**config.mk**
```make
export PLATFORM = sky130hd
export DESIGN_NAME = gpp_port
export DESIGN_NICKNAME = d
export VERILOG_FILES = /design/src/core/gpp_pkg.sv /design/src/core/gpp_sync.sv /design/src/core/gpp_port.sv
export SDC_FILE = /design/constraint.sdc
export NUM_CORES = 1
export LEC_CHECK = 0
export BUFFER_PORTS_ARGS = -buffer_cell sky130_fd_sc_hd__buf_2
export CORE_UTILIZATION = 46
export CTS_CLUSTER_DIAMETER = 120
export DETAILED_ROUTE_END_ITERATION = 12
export PLACE_DENSITY = 0.76
export SYNTH_ARGS = -nofsm -noshare
export SYNTH_HDL_FRONTEND = slang
export SYNTH_HIERARCHICAL = 1
export SYNTH_SLANG_ARGS = --single-unit
```
**constraint.sdc**
```tcl
create_clock -name pclk -period 2.2 [get_ports pclk]
set_input_delay 0.44 -clock pclk [delete_from_list [all_inputs] [get_ports pclk]]
set_output_delay 0.44 -clock pclk [all_outputs]
set_load 0.05 [all_outputs]
```
**src/core/gpp_pkg.sv**
```systemverilog
// ==========================================================================
// Port P pad control and port M pull/open-drain settings, shared constants
// ==========================================================================
package gpp_pkg;

  // ========================================================================
  // Widths
  // ========================================================================
  localparam int unsigned P_W = 8;
  localparam int unsigned M_W = 6;
  localparam int unsigned REG_W = 8;
  localparam int unsigned ADDR_W = 8;
  localparam int unsigned DATA_W = 32;
  localparam int unsigned IDX_W = 6;

  // ========================================================================
  // Register indices (byte address is four times the index)
  // ========================================================================
  localparam logic [IDX_W-1:0] IDX_M_PULL_EN = 6'h14;
  localparam logic [IDX_W-1:0] IDX_M_PULL_POL = 6'h15;
  localparam logic [IDX_W-1:0] IDX_M_OPEN_DRAIN = 6'h16;
  localparam logic [IDX_W-1:0] IDX_P_DATA = 6'h18;
  localparam logic [IDX_W-1:0] IDX_P_PIN_IN = 6'h19;
  localparam logic [IDX_W-1:0] IDX_P_DIR = 6'h1A;
  localparam logic [IDX_W-1:0] IDX_P_RDRV = 6'h1B;
  localparam logic [IDX_W-1:0] IDX_P_PULL_EN = 6'h1C;
  localparam logic [IDX_W-1:0] IDX_P_POL = 6'h1D;

  // ========================================================================
  // Values after reset
  // ========================================================================
  localparam logic [M_W-1:0] RST_M_PULL_EN = 6'h3F;
  localparam logic [M_W-1:0] RST_M_PULL_POL = 6'h00;
  localparam logic [M_W-1:0] RST_M_OPEN_DRAIN = 6'h00;
  localparam logic [P_W-1:0] RST_P_DATA = 8'h00;
  localparam logic [P_W-1:0] RST_P_DIR = 8'h00;
  localparam logic [P_W-1:0] RST_P_RDRV = 8'h00;
  localparam logic [P_W-1:0] RST_P_PULL_EN = 8'h00;
  localparam logic [P_W-1:0] RST_P_POL = 8'h00;

  // ========================================================================
  // Cycle counts
  // ========================================================================
  localparam int unsigned SYNC_STAGES = 2;

endpackage : gpp_pkg

```
**src/core/gpp_sync.sv**
```systemverilog
// ==========================================================================
// Two-stage level synchroniser, one lane per bit
// ==========================================================================
module gpp_sync #(
  parameter int unsigned W = 8
) (
  input wire logic pclk, // Bus clock
  input wire logic presetn, // Async reset, active low
  input wire logic [W-1:0] d, // Raw pad levels
  output logic [W-1:0] q // Synchronised levels
);

  logic [W-1:0] meta_r;

  // First stage feeds only the second stage
  always_ff @(posedge pclk or negedge presetn) begin
    if (!presetn) begin
      meta_r <= '0;
      q <= '0;
    end else begin
      meta_r <= d;
      q <= meta_r;
    end
  end

endmodule : gpp_sync

```
**src/core/gpp_port.sv**
```systemverilog
// ==========================================================================
// Port P pad control with APB register access, port M pull settings
// ==========================================================================
//
// Implementation choice: the APB register port.
module gpp_port (
  input wire logic pclk, // Bus clock, 10 MHz
  input wire logic presetn, // Async reset, active low
  input wire logic psel, // APB select
  input wire logic penable, // APB access phase
  input wire logic pwrite, // APB write
  input wire logic [gpp_pkg::ADDR_W-1:0] paddr, // APB byte address
  input wire logic [gpp_pkg::DATA_W-1:0] pwdata, // APB write data
  input wire logic [3:0] pstrb, // APB byte strobes
  output logic [gpp_pkg::DATA_W-1:0] prdata, // APB read data
  output logic pready, // APB ready
  output logic pslverr, // APB error, unmapped
  input wire logic [gpp_pkg::P_W-1:0] p_pad_in, // Port P pad levels
  output logic [gpp_pkg::P_W-1:0] p_pad_out, // Port P drive level
  output logic [gpp_pkg::P_W-1:0] p_pad_oe, // Port P drive enable
  output logic [gpp_pkg::P_W-1:0] p_pad_rdrv, // Port P reduced drive
  output logic [gpp_pkg::P_W-1:0] p_pull_up, // Port P pull-up on
  output logic [gpp_pkg::P_W-1:0] p_pull_dn, // Port P pull-down on
  input wire logic [gpp_pkg::M_W-1:0] m_dir, // Port M direction
  input wire logic [gpp_pkg::M_W-1:0] m_dout, // Port M output level
  output logic [gpp_pkg::M_W-1:0] m_pad_out, // Port M drive level
  output logic [gpp_pkg::M_W-1:0] m_pad_oe, // Port M drive enable
  output logic [gpp_pkg::M_W-1:0] m_pull_up, // Port M pull-up on
  output logic [gpp_pkg::M_W-1:0] m_pull_dn // Port M pull-down on
);

  // ========================================================================
  // Registers
  // ========================================================================
  logic [gpp_pkg::M_W-1:0] m_pull_en_r;
  logic [gpp_pkg::M_W-1:0] m_pull_pol_r;
  logic [gpp_pkg::M_W-1:0] m_od_r;
  logic [gpp_pkg::P_W-1:0] p_data_r;
  logic [gpp_pkg::P_W-1:0] p_dir_r;
  logic [gpp_pkg::P_W-1:0] p_rdrv_r;
  logic [gpp_pkg::P_W-1:0] p_pull_en_r;
  logic [gpp_pkg::P_W-1:0] p_pol_r;
  logic [gpp_pkg::P_W-1:0] p_pin_s;
  logic pready_r;
  logic pslverr_r;
  logic [gpp_pkg::DATA_W-1:0] prdata_r;
  logic [gpp_pkg::REG_W-1:0] rd_nxt;
  logic hit_nxt;
  logic setup;
  logic wr_acc;
  logic [gpp_pkg::IDX_W-1:0] idx;
  logic [gpp_pkg::REG_W-1:0] wbyte;
  logic [gpp_pkg::P_W-1:0] p_data_view;

  assign prdata = prdata_r;
  assign pready = pready_r;
  assign pslverr = pslverr_r;

  // ========================================================================
  // Pin input synchronisation
  // ========================================================================
  // Two stages guard against metastable pads; reads lag by that much
  gpp_sync #(
    .W(gpp_pkg::P_W)
  ) u_sync_p (
    .pclk(pclk),
    .presetn(presetn),
    .d(p_pad_in),
    .q(p_pin_s)
  );

  // ========================================================================
  // APB decode
  // ========================================================================
  // Setup phase starts the transfer, access phase completes it
  assign setup = psel & ~penable;
  // Misaligned writes are refused like unmapped ones
  assign wr_acc = psel & penable & pready_r & pwrite & pstrb[0] &
    (paddr[1:0] == 2'h0);
  assign idx = paddr[gpp_pkg::ADDR_W-1:2];
  assign wbyte = pwdata[gpp_pkg::REG_W-1:0];

  // Output pins show the latch, inputs show the pad
  assign p_data_view = (p_dir_r & p_data_r) | (~p_dir_r & p_pin_s);

  // Read mux and address check
  always_comb begin
    rd_nxt = '0;
    hit_nxt = (paddr[1:0] == 2'h0);
    case (idx)
      gpp_pkg::IDX_M_PULL_EN: rd_nxt = {2'h0, m_pull_en_r};
      gpp_pkg::IDX_M_PULL_POL: rd_nxt = {2'h0, m_pull_pol_r};
      gpp_pkg::IDX_M_OPEN_DRAIN: rd_nxt = {2'h0, m_od_r};
      gpp_pkg::IDX_P_DATA: rd_nxt = p_data_view;
      gpp_pkg::IDX_P_PIN_IN: rd_nxt = p_pin_s;
      gpp_pkg::IDX_P_DIR: rd_nxt = p_dir_r;
      gpp_pkg::IDX_P_RDRV: rd_nxt = p_rdrv_r;
      gpp_pkg::IDX_P_PULL_EN: rd_nxt = p_pull_en_r;
      gpp_pkg::IDX_P_POL: rd_nxt = p_pol_r;
      default: hit_nxt = 1'b0;
    endcase
    if (!hit_nxt) begin
      rd_nxt = '0;
    end
  end

  // One wait-free access phase: ready rises for exactly that cycle
  always_ff @(posedge pclk or negedge presetn) begin
    if (!presetn) begin
      pready_r <= 1'b0;
    end else begin
      pready_r <= setup;
    end
  end

  // Read data and error are latched in setup, held through access
  always_ff @(posedge pclk or negedge presetn) begin
    if (!presetn) begin
      prdata_r <= '0;
      pslverr_r <= 1'b0;
    end else if (setup) begin
      prdata_r <= {24'h000000, pwrite ? 8'h00 : rd_nxt};
      pslverr_r <= ~hit_nxt;
    end else if (!psel) begin
      pslverr_r <= 1'b0;
    end
  end

  // ========================================================================
  // Port M configuration registers
  // ========================================================================
  // Pull enable comes up set so inputs do not float
  always_ff @(posedge pclk or negedge presetn) begin
    if (!presetn) begin
      m_pull_en_r <= gpp_pkg::RST_M_PULL_EN;
    end else if (wr_acc && idx == gpp_pkg::IDX_M_PULL_EN) begin
      m_pull_en_r <= wbyte[gpp_pkg::M_W-1:0];
    end
  end

  // Pull polarity select
  always_ff @(posedge pclk or negedge presetn) begin
    if (!presetn) begin
      m_pull_pol_r <= gpp_pkg::RST_M_PULL_POL;
    end else if (wr_acc && idx == gpp_pkg::IDX_M_PULL_POL) begin
      m_pull_pol_r <= wbyte[gpp_pkg::M_W-1:0];
    end
  end

  // Open-drain select
  always_ff @(posedge pclk or negedge presetn) begin
    if (!presetn) begin
      m_od_r <= gpp_pkg::RST_M_OPEN_DRAIN;
    end else if (wr_acc && idx == gpp_pkg::IDX_M_OPEN_DRAIN) begin
      m_od_r <= wbyte[gpp_pkg::M_W-1:0];
    end
  end

  // ========================================================================
  // Port P registers
  // ========================================================================
  // Latch accepts writes whatever the direction
  always_ff @(posedge pclk or negedge presetn) begin
    if (!presetn) begin
      p_data_r <= gpp_pkg::RST_P_DATA;
    end else if (wr_acc && idx == gpp_pkg::IDX_P_DATA) begin
      p_data_r <= wbyte;
    end
  end

  // Direction; the pin input index has no storage, so writes fall away
  always_ff @(posedge pclk or negedge presetn) begin
    if (!presetn) begin
      p_dir_r <= gpp_pkg::RST_P_DIR;
    end else if (wr_acc && idx == gpp_pkg::IDX_P_DIR) begin
      p_dir_r <= wbyte;
    end
  end

  // Reduced drive
  always_ff @(posedge pclk or negedge presetn) begin
    if (!presetn) begin
      p_rdrv_r <= gpp_pkg::RST_P_RDRV;
    end else if (wr_acc && idx == gpp_pkg::IDX_P_RDRV) begin
      p_rdrv_r <= wbyte;
    end
  end

  // Pull enable, all off after reset
  always_ff @(posedge pclk or negedge presetn) begin
    if (!presetn) begin
      p_pull_en_r <= gpp_pkg::RST_P_PULL_EN;
    end else if (wr_acc && idx == gpp_pkg::IDX_P_PULL_EN) begin
      p_pull_en_r <= wbyte;
    end
  end

  // Polarity, used only to pick the pull direction
  always_ff @(posedge pclk or negedge presetn) begin
    if (!presetn) begin
      p_pol_r <= gpp_pkg::RST_P_POL;
    end else if (wr_acc && idx == gpp_pkg::IDX_P_POL) begin
      p_pol_r <= wbyte;
    end
  end

  // ========================================================================
  // Port P pad controls
  // ========================================================================
  // Registered so pads never see decode glitches
  always_ff @(posedge pclk or negedge presetn) begin
    if (!presetn) begin
      p_pad_out <= '0;
      p_pad_oe <= '0;
      p_pad_rdrv <= '0;
    end else begin
      p_pad_out <= p_data_r;
      p_pad_oe <= p_dir_r;
      p_pad_rdrv <= p_rdrv_r & p_dir_r;
    end
  end

  // Pulls only on inputs, direction by polarity
  always_ff @(posedge pclk or negedge presetn) begin
    if (!presetn) begin
      p_pull_up <= '0;
      p_pull_dn <= '0;
    end else begin
      p_pull_up <= p_pull_en_r & ~p_dir_r & ~p_pol_r;
      p_pull_dn <= p_pull_en_r & ~p_dir_r & p_pol_r;
    end
  end

  // ========================================================================
  // Port M pad controls
  // ========================================================================
  // Open-drain releases the pin for a one; inputs unaffected
  always_ff @(posedge pclk or negedge presetn) begin
    if (!presetn) begin
      m_pad_out <= '0;
      m_pad_oe <= '0;
    end else begin
      m_pad_out <= m_dout;
      m_pad_oe <= m_dir & (~m_od_r | ~m_dout);
    end
  end

  // Pull-down only on inputs; pull-up also on open-drain outputs
  always_ff @(posedge pclk or negedge presetn) begin
    if (!presetn) begin
      m_pull_up <= '0;
      m_pull_dn <= '0;
    end else begin
      m_pull_up <= m_pull_en_r & (~m_dir | m_od_r) & ~m_pull_pol_r;
      m_pull_dn <= m_pull_en_r & ~m_dir & m_pull_pol_r;
    end
  end

  logic rd_setup;
  assign rd_setup = setup & ~pwrite;
endmodule : gpp_port

```
==> results of run 1 <==
## sequential cells by signal, summed over array words and instances, names as in the netlist, 8 cells and up
name / flops
p_pull_dn: 8
p_data_r: 8
p_pad_rdrv: 8
prdata: 8
u_sync_p/q: 8
p_pol_r: 8
p_pull_en_r: 8
p_pull_up: 8
u_sync_p/meta_r: 8
p_pad_out: 8
p_pad_oe: 8
p_rdrv_r: 8
p_dir_r: 8
## cell type report
cell class / instances / area [sq um]
Clock buffer: 19 / 443
Antenna cell: 1 / 2.50
Sequential cell: 148 / 3710
Timing Repair Buffer: 134 / 764
Clock inverter: 13 / 181
Multi-Input combinational cell: 256 / 1940
Inverter: 5 / 18.8
Fill cell: 978 / 4940
Tap cell: 168 / 210
## critical path: stages
cell                      delay (ns)
sky130_fd_sc_hd__buf_2          0.10
sky130_fd_sc_hd__nor2_1         0.20
sky130_fd_sc_hd__nand3_1        0.16
sky130_fd_sc_hd__nor2_4         0.24
sky130_fd_sc_hd__nand3_2        0.37
sky130_fd_sc_hd__mux2_2         0.40
## kinds of logic (layout without fill, tap and decap cells)
family,after synthesis,after routing
AOI/OAI and AO/OA,51,51
buffers and inverters,40,171
DFF,148,148
muxes,67,67
other,1,25
and+or+nand+nor,114,114
## power groups by stage
stage          Sequential (W)  Combinational (W)  Clock (W)
6_report              0.00277           0.000383    0.00299
2_1_floorplan         0.00287           0.000198          0
3_5_place_dp          0.00281           0.000383          0
5_1_grt               0.00277           0.000412    0.00318
3_3_place_gp          0.00281           0.000376          0
4_1_cts               0.00277           0.000386    0.00305
## placed cells by master (no fill, tap or decap), types with 4 or more instances in the layout
cell type / synthesis / layout
sky130_fd_sc_hd__conb_1: 1 / 24
sky130_fd_sc_hd__a221oi_1: 5 / 5
sky130_fd_sc_hd__nor2b_1: 7 / 7
sky130_fd_sc_hd__buf_2: 3 / 114
sky130_fd_sc_hd__o22ai_1: 5 / 5
sky130_fd_sc_hd__nand2b_1: 8 / 8
sky130_fd_sc_hd__o21ai_1: 4 / 4
sky130_fd_sc_hd__a22o_1: 4 / 4
sky130_fd_sc_hd__nand3_1: 5 / 5
sky130_fd_sc_hd__inv_1: 4 / 4
sky130_fd_sc_hd__a32o_1: 4 / 4
sky130_fd_sc_hd__nor3_1: 5 / 5
sky130_fd_sc_hd__and2_1: 12 / 12
sky130_fd_sc_hd__mux2_2: 61 / 61
sky130_fd_sc_hd__clkinvlp_4: 0 / 5
sky130_fd_sc_hd__clkbuf_16: 0 / 17
sky130_fd_sc_hd__o21ai_0: 6 / 6
sky130_fd_sc_hd__mux2i_1: 6 / 6
sky130_fd_sc_hd__a21boi_0: 6 / 6
sky130_fd_sc_hd__buf_4: 28 / 15
sky130_fd_sc_hd__bufinv_16: 0 / 4
sky130_fd_sc_hd__and3b_1: 10 / 10
sky130_fd_sc_hd__nor2_1: 21 / 21
sky130_fd_sc_hd__dfstp_2: 6 / 6
sky130_fd_sc_hd__nor3b_1: 13 / 13
sky130_fd_sc_hd__and3_1: 4 / 4
sky130_fd_sc_hd__a22oi_1: 4 / 4
sky130_fd_sc_hd__dfrtp_1: 142 / 142
sky130_fd_sc_hd__nand2_1: 13 / 13
## per-stage QoR
step	total power [W]	hold slack (ns)	std cells
after floorplan	0.00306	0.144	444
after global placement	0.00319	0.334	710
after detailed placement	0.00320	0.337	710
after CTS	0.00620	0.109	743
after global routing	0.00636	0.109	743
final	0.00614	0.126	744
## final timing paths
kind                                         startpoint                            to  slack (ns)  depth (start not counted)
min in group asynchronous                       presetn        m_pad_out[4]$_DFF_PN0_        0.54                          2
setup / recovery                               paddr[1]       p_data_r[0]$_DFFE_PN0P_        0.57                          6
setup reg to reg                       pready$_DFF_PN0_       p_data_r[0]$_DFFE_PN0P_        0.60                          4
hold / removal                              p_pad_in[1]  u_sync_p/meta_r[1]$_DFF_PN0_        0.13                          1
hold reg to reg            u_sync_p/meta_r[0]$_DFF_PN0_       u_sync_p/q[0]$_DFF_PN0_        0.35                          0
max in group asynchronous                       presetn    m_pull_en_r[2]$_DFFE_PN1P_        1.03                          3
## routing by layer
metal  share of wire  routed length [um]
met5               0                   0
met4           0.022                 291
met2            0.50                6500
met1            0.42                5390
met3           0.058                 757
==> results by stage, run 1 <==
Timing:
- The setup skew after layout is 0.00631 ns.
- Static timing analysis puts the maximum clock frequency at 615 MHz.
- Setup repair after global routing left no endpoint under its margin.
- The number of pins with negative max-slew slack in the final report is 0.
- The shortest clock period the worst path allows after layout is 1.63 ns.
- After routing, the total negative slack on setup checks comes to 0 ns.
- Across all setup checks in the final design, the least slack found is 0.573 ns.
- The number of failing setup endpoints in the final timing report is 0.
- The part of the cycle the worst path needs is 0.740.
- The number of failing hold endpoints at the final stage is 0.

Place:
- The congestion estimate from routability-driven global placement came to 0.846.
- The port buffer count is 115.
- After legalization and detailed placement, the total HPWL measured 8940 um.
- OpenSTA, run right after detailed placement, puts the worst setup slack at 0.169 ns.
- Summing all placed instances gives a cell area of 6630 sq um.

Synth:
- Of the post-synthesis cell area, the dominant cell type holds 0.608.
- The number of flip-flops and latches in the synthesized netlist is 148.
- Each instance of the synthesized netlist takes up on average 13.9 sq um.
- During synthesis, Yosys emitted a total of 6 warnings.
- In the post-synthesis netlist, the biggest area contributors are sky130_fd_sc_hd__dfrtp_1, sky130_fd_sc_hd__mux2_2, sky130_fd_sc_hd__buf_4.
- Of the total synthesized cell area, the portion taken by AND, OR, NAND and NOR gates is 0.123.
- In this run, synthesis inferred 0 flip-flops with an integrated enable.
- The synthesized-area fraction occupied by xor and xnor cells is 0.
- In the synthesized netlist the async set-or-reset flop fraction comes to 1.00.
- The complex-gate fraction of the synthesized area was 0.0653.
- The predominant post-synthesis flop cell is sky130_fd_sc_hd__dfrtp_1.
- The share of the Yosys chip area taken by registers is 0.635.
- The synthesized cell area is 5850 sq um.
- The most instantiated library cell after synthesis is sky130_fd_sc_hd__dfrtp_1.
- Of the total synthesized cell area, the portion taken by full adders, half adders and majority gates is 0.
- The most area-hungry cell type in the Yosys netlist is sky130_fd_sc_hd__dfrtp_1.
- Sorting the synthesized cells by how often they occur yields sky130_fd_sc_hd__dfrtp_1, sky130_fd_sc_hd__mux2_2, sky130_fd_sc_hd__buf_4.
- After synthesis, the largest family of logic cells by area is multiplexers.
- Synthesis instantiated 49 different standard cells from the library.
- The count of mapped cells out of synthesis is 421.
- Of the post-synthesis cell area, the part taken by muxes is 0.128.

CTS:
- The clock slew seen by the registers of the worst setup and hold paths is 0.06 ns.
- The TritonCTS sink count is 148.
- Buffers inserted during clock tree synthesis total 17.
- At the later pin of the worst-skew pair, clock insertion delay measures 0.42 ns.
- The H-tree generated during clock tree synthesis spans 4 levels.
- The post-cts sizing count is 0.
- Post-CTS timing repair inserted 0 buffers for setup.
- CTS placed an instance of sky130_fd_sc_hd__clkbuf_16 at the clock tree root.
- The hold-fix buffer count after cts is 1.
- The clock passes through at most 2 buffers.
- TritonCTS built the clock tree.

Power and ir drop:
- Power spread over the standard cell area amounts to 845 nW/um^2.
- Of the total power, the clock network draws 0.487.
- The combinational cell fraction of total power is 0.062.
- Of the total power, the share spent switching nets is 0.224.
- The analysis attributes to net switching a power of 0.00138 W.
- Summed over all cells, the static leakage comes to 3.78 nW.
- The internal power of the cells totals 0.00477 W.
- Of the total power, registers draw 0.450.
- IR analysis of the VDD net gives a maximum drop of 0.466 mV.

Global routing:
- The most used routing layer in global routing is met2.
- The global-route wire length before repair is 20400 um.
- After global routing the overflow that remains totals 0.
- For this run, global-route usage on met1 was measured as 0.261.
- The initial antenna violation count is 0.
- The met3 global-route usage is 0.0569.
- For met2 alone, demand over resource in global routing was 0.345.
- The via count of the first global-routing pass is 3925.
- For this run, the total global-route usage over all layers was measured as 0.210.
- Entering global routing, the biggest net connects 52 pins.

Run status:
- The run finished with clean final reports.

Routing:
- The DRC marker count from the first detailed-route iteration is 210.
- The per-cell routed wire length is 17.4 um.
- The total via count in the routed design is 3799.
- For this run, design rule violations remaining after detail routing come to 0.
- The average via count per standard cell is 5.11.
- The wire length after detailed routing is 12900 um.
- In this run the remaining antenna-violating nets after routing total 0.
- The pre-antenna-repair detailed-routing pass consisted of 5 iterations.

Final layout:
- The end-of-flow core utilization is 0.595.
- In the final design database the tool counted 631 nets.
- In the final layout, the share of cells above drive strength 1 is 0.428.
- The finished cells cover 7270 sq um.
- The relative area change from synthesis to final layout is 24.4%.

Floorplan:
- The die is 115 um tall.
- The floorplan row count is 40.
- The floorplan step defined a core boundary enclosing 12200 sq um.
- The die boundary width is 115 um.
- The area of the die is 13200 sq um.
- For this configuration, the core starts out at a cell density of 0.479.
- The boundary pin count is 167.

Flow run:
- Across the run, the number of max-cap violations was 0.

Hold path:
- In this run the worst hold path is classified as in2reg.

Critical path:
- The required time of the critical path is 2.50 ns.
- The type of element capturing the critical path is a flop.
- The endpoint arrival time on the critical path is 1.93 ns.
- The critical path in this run is classified as in2reg.
- The highest fanout seen on the critical path is 8.
- The worst setup path is launched from an input pin.
No activity file was read; power rests on OpenSTA's default activity.
==> run 2, diff against run 1 <==
--- a/config.mk
+++ b/config.mk
@@ -5,11 +5,12 @@
 export SDC_FILE = /design/constraint.sdc
 export NUM_CORES = 1
 export LEC_CHECK = 0
+export ABC_AREA = 1
 export BUFFER_PORTS_ARGS = -buffer_cell sky130_fd_sc_hd__buf_2
 export CORE_UTILIZATION = 46
 export CTS_CLUSTER_DIAMETER = 120
 export DETAILED_ROUTE_END_ITERATION = 12
-export PLACE_DENSITY = 0.76
+export PLACE_DENSITY = 0.78
 export SYNTH_ARGS = -nofsm -noshare
 export SYNTH_HDL_FRONTEND = slang
 export SYNTH_HIERARCHICAL = 1
==> constraint.sdc (replaced) <==
create_clock -name pclk -period 1.47 [get_ports pclk]
set_input_delay 0.294 -clock pclk [delete_from_list [all_inputs] [get_ports pclk]]
set_output_delay 0.294 -clock pclk [all_outputs]
set_load 0.05 [all_outputs]
==> results by stage, run 2 <==
Routing:
- The total via count in the routed design came to 4638 (+22%).
- The antenna violation net count after detailed routing is 0 (unchanged).
- The iteration count of the initial detailed-routing pass is 4 (-1).
- The average via count per standard cell is 4.73 (-7.3%).
- The residual DRC count was 0 (unchanged).
- The DRC marker count from the first detailed-route iteration is 266 (+27%).
- The per-cell routed wire length is 13.7 um (-21%).
- The wire length after detailed routing is 13400 um (+3.7%).

Global routing:
- The via count of the first global-routing pass is 4485 (+14%).
- The total congestion overflow after global routing is 0 (unchanged).
- The global-route wire length before repair is 22000 um (+7.7%).
- The maximum number of pins on one net before global-route repair came to 41 (-21%).
- The total global routing track utilization is 0.222 (+0.0112).
- The initial antenna violation count came to 0 (unchanged).

Synth:
- The complex-gate fraction of the synthesized area is 0.0747 (+0.00939).
- Sorting the synthesized cells by area gives the leading types as sky130_fd_sc_hd__dfrtp_1, sky130_fd_sc_hd__nand2_1, sky130_fd_sc_hd__nand3_1.
- The synthesized cell area is 6000 sq um (+2.6%).
- The synthesized-area fraction occupied by xor and xnor cells is 0 (unchanged).
- The fraction of the mapped netlist area in simple logic gates is 0.222 (+0.0989).
- The portion of the post-synthesis area used by sequential elements is 0.619 (-0.0162).
- The most instantiated library cell after synthesis is sky130_fd_sc_hd__nand2_1.
- The commonest cells after synthesis are sky130_fd_sc_hd__nand2_1, sky130_fd_sc_hd__dfrtp_1, sky130_fd_sc_hd__inv_1.
- The number of synthesized flops with an enable pin is 0 (unchanged).
- In the synthesized netlist the dominant register cell turns out to be sky130_fd_sc_hd__dfrtp_1.
- The adder-cell share of the synthesized area is 0 (unchanged).
- The count of mapped cells out of synthesis came to 622 (+48%).
- The area share of the largest cell type after synthesis is 0.592 (-0.0155).
- The number of flip-flops and latches in the synthesized netlist is 148 (unchanged).
- The number of synthesis warnings is 6 (unchanged).
- The share of flip-flops with an asynchronous set or reset after synthesis is 1.00 (unchanged).
- The most area-hungry cell type in the Yosys netlist is sky130_fd_sc_hd__dfrtp_1.
- The post-synthesis average cell area is 9.64 sq um (-31%).
- The combinational family with the most area after synthesis is simple AND/OR/NAND/NOR gates.
- The mux contribution to synthesized area came to 0 (-0.128).
- The count of different cell masters after synthesis is 27 (-45%).

Critical path:
- The setup slack of the most critical reg-to-reg path is 0.1 ns (-0.50 ns).
- The critical path's largest stage delay is 0.37 ns (-0.03 ns).
- The setup path with the least slack is of type reg2reg.
- The critical path goes through nand3_2 > nor2_8 > buf_4 > nand3_4 > nand2_1 > o21ai_1.
- The required time of the critical path is 1.76 ns (-0.74 ns).
- STA classifies the critical path startpoint as a flop.
- The total buffers and inverters traversed by the critical path is 1 (unchanged).
- The worst setup path is captured at a flop.
- Among cell families on the critical path, the largest total delay comes from simple AND/OR/NAND/NOR gates.
- The endpoint arrival time on the critical path is 1.67 ns (-0.26 ns).
- The slowest cell on the critical path is sky130_fd_sc_hd__dfrtp_2.
- The highest fanout seen on the critical path came to 16 (+8).

Flow run:
- The number of maximum-capacitance violations is 0 (unchanged).

Floorplan:
- The placeable core area is 12700 sq um (+3.8%).
- The area of the die is 13500 sq um (+2.6%).
- The vertical extent of the die is 116 um (+1.3%).
- The floorplan row count was 41 (+2.5%).
- The die boundary width is 116 um (+1.3%).
- The boundary pin count is 167 (unchanged).
- The effective utilization at floorplan is 0.473 (-0.00530).

Final layout:
- From synthesis to final layout, the design area changed by 29.2%.
- The total number of nets in the final design is 864 (+37%).
- The end-of-flow core utilization is 0.612 (+0.0163).
- The number of fill cells is 1050 (+7.4%).
- The leading cell type in the layout, fill and taps excluded is sky130_fd_sc_hd__nand2_1.
- The count of inserted antenna diode cells is 0 (-1).
- Leaving out fill and tap cells, the most frequent cells in the layout are sky130_fd_sc_hd__nand2_1, sky130_fd_sc_hd__dfrtp_1, sky130_fd_sc_hd__buf_2.
- The share of cells above drive strength 1 was 0.278 (-0.149).

Timing:
- Dividing the final minimum period by the clock period gives 0.934.
- The maximum operating frequency is 728 MHz.
- The number of failing setup endpoints in the final timing report was 0 (unchanged).
- The setup skew after layout is 0.00493 ns (-0.00138 ns).
- The number of pins with negative max-slew slack in the final report came to 0 (unchanged).
- The shortest clock period the worst path allows after layout is 1.37 ns.
- The number of failing hold endpoints at the final stage is 0 (unchanged).
- Setup repair after global routing left no endpoint under its margin.
- The worst hold-check slack was 0.0400 ns (-0.0862 ns).

CTS:
- The TritonCTS buffer count was 17 (unchanged).
- The clock slew seen by the registers of the worst setup and hold paths is 0.06 ns (about the same).
- The number of levels in the clock H-tree is 4 (unchanged).
- The TritonCTS clock tree is done.
- The later-pin clock latency in the skew report is 0.42 ns (about the same).
- The TritonCTS sink count was 148 (unchanged).
- The worst-case clock buffer depth is 2 (unchanged).
- The cell at the root of the clock tree is sky130_fd_sc_hd__clkbuf_16.

Place:
- The port buffer count came to 115 (unchanged).
- The weighted congestion at the end of routability-driven global placement is 0.873 (+3.2%).
- The detailed placer's ending HPWL is 9720 um (+8.7%).

Power and ir drop:
- The total leakage power is 4.11 nW (+8.6%).
- The power per unit of standard cell area is 1210 nW/um^2 (+43%).
- The peak supply drop came to 0.617 mV (+33%).

Run status:
- The run finished with clean final reports.

Hold path:
- The min-delay analysis places its worst path in the category in2reg.
run 2: worst paths after layout:
kind,startpoint,end,depth (start not counted)
hold reg to reg,u_sync_p/meta_r[4]$_DFF_PN0_,u_sync_p/q[4]$_DFF_PN0_,0
setup / recovery,pready$_DFF_PN0_,p_dir_r[2]$_DFFE_PN0P_,6
setup reg to reg,pready$_DFF_PN0_,p_dir_r[2]$_DFFE_PN0P_,6
hold / removal,m_dir[3],m_pull_dn[3]$_DFF_PN0_,2
max in group asynchronous,presetn,m_pull_en_r[1]$_DFFE_PN1P_,3
min in group asynchronous,presetn,m_pull_up[3]$_DFF_PN0_,2
run 2: through the flow:
stage | total power, W | worst slack (ns) | TNS, ns | std cells | cell area (sq um)
2_1_floorplan | 0.00460 | 0.0255 | 0 | 645 | 6090
4_1_cts | 0.00942 | 0.0699 | 0 | 980 | 7750
6_report | 0.00935 | 0.0968 | 0 | 980 | 7750
3_5_place_dp | 0.00482 | -0.125 | -2.11 | 933 | 6960
3_3_place_gp | 0.00481 | -0.0792 | -1.40 | 933 | 6960
5_1_grt | 0.00967 | 0.0142 | 0 | 980 | 7750
run 2: layout make-up:
type | instances | area, sq um | area share
Clock buffer | 21 | 460 | 0.0594
Clock inverter | 11 | 175 | 0.0226
Sequential cell | 148 | 3710 | 0.479
Inverter | 64 | 240 | 0.0310
Tap cell | 172 | 215 | 0.0278
Timing Repair Buffer | 167 | 1070 | 0.138
Multi-Input combinational cell | 397 | 1870 | 0.242
run 2: timing repair:
action / CTS / global route
buffers inserted: 0 / 0
hold endpoints to repair: 43 / 0
resized for setup: 0 / 0
endpoints found under the setup margin: 0 / 1
hold buffers: 15 / 0
run 2: metal layers:
metal  GRT usage  vias up  routed length (um)
met4      0.0940        0                 252
li1            -     2282                   -
met2       0.371      138                6690
met1       0.274     2197                5850
met3      0.0566       21                 634
met5           0        -                   0
run 2: cells by family after synthesis:
group	count (synthesis)
buf+inv	100
compound gates	82
flops	148
other cells	1
simple gates	291
run 2: power by group:
part           internal [W]  switching (W)  total (W)
Clock               0.00294        0.00163    0.00457
Sequential          0.00412      0.0000160    0.00414
Combinational      0.000163       0.000471   0.000634
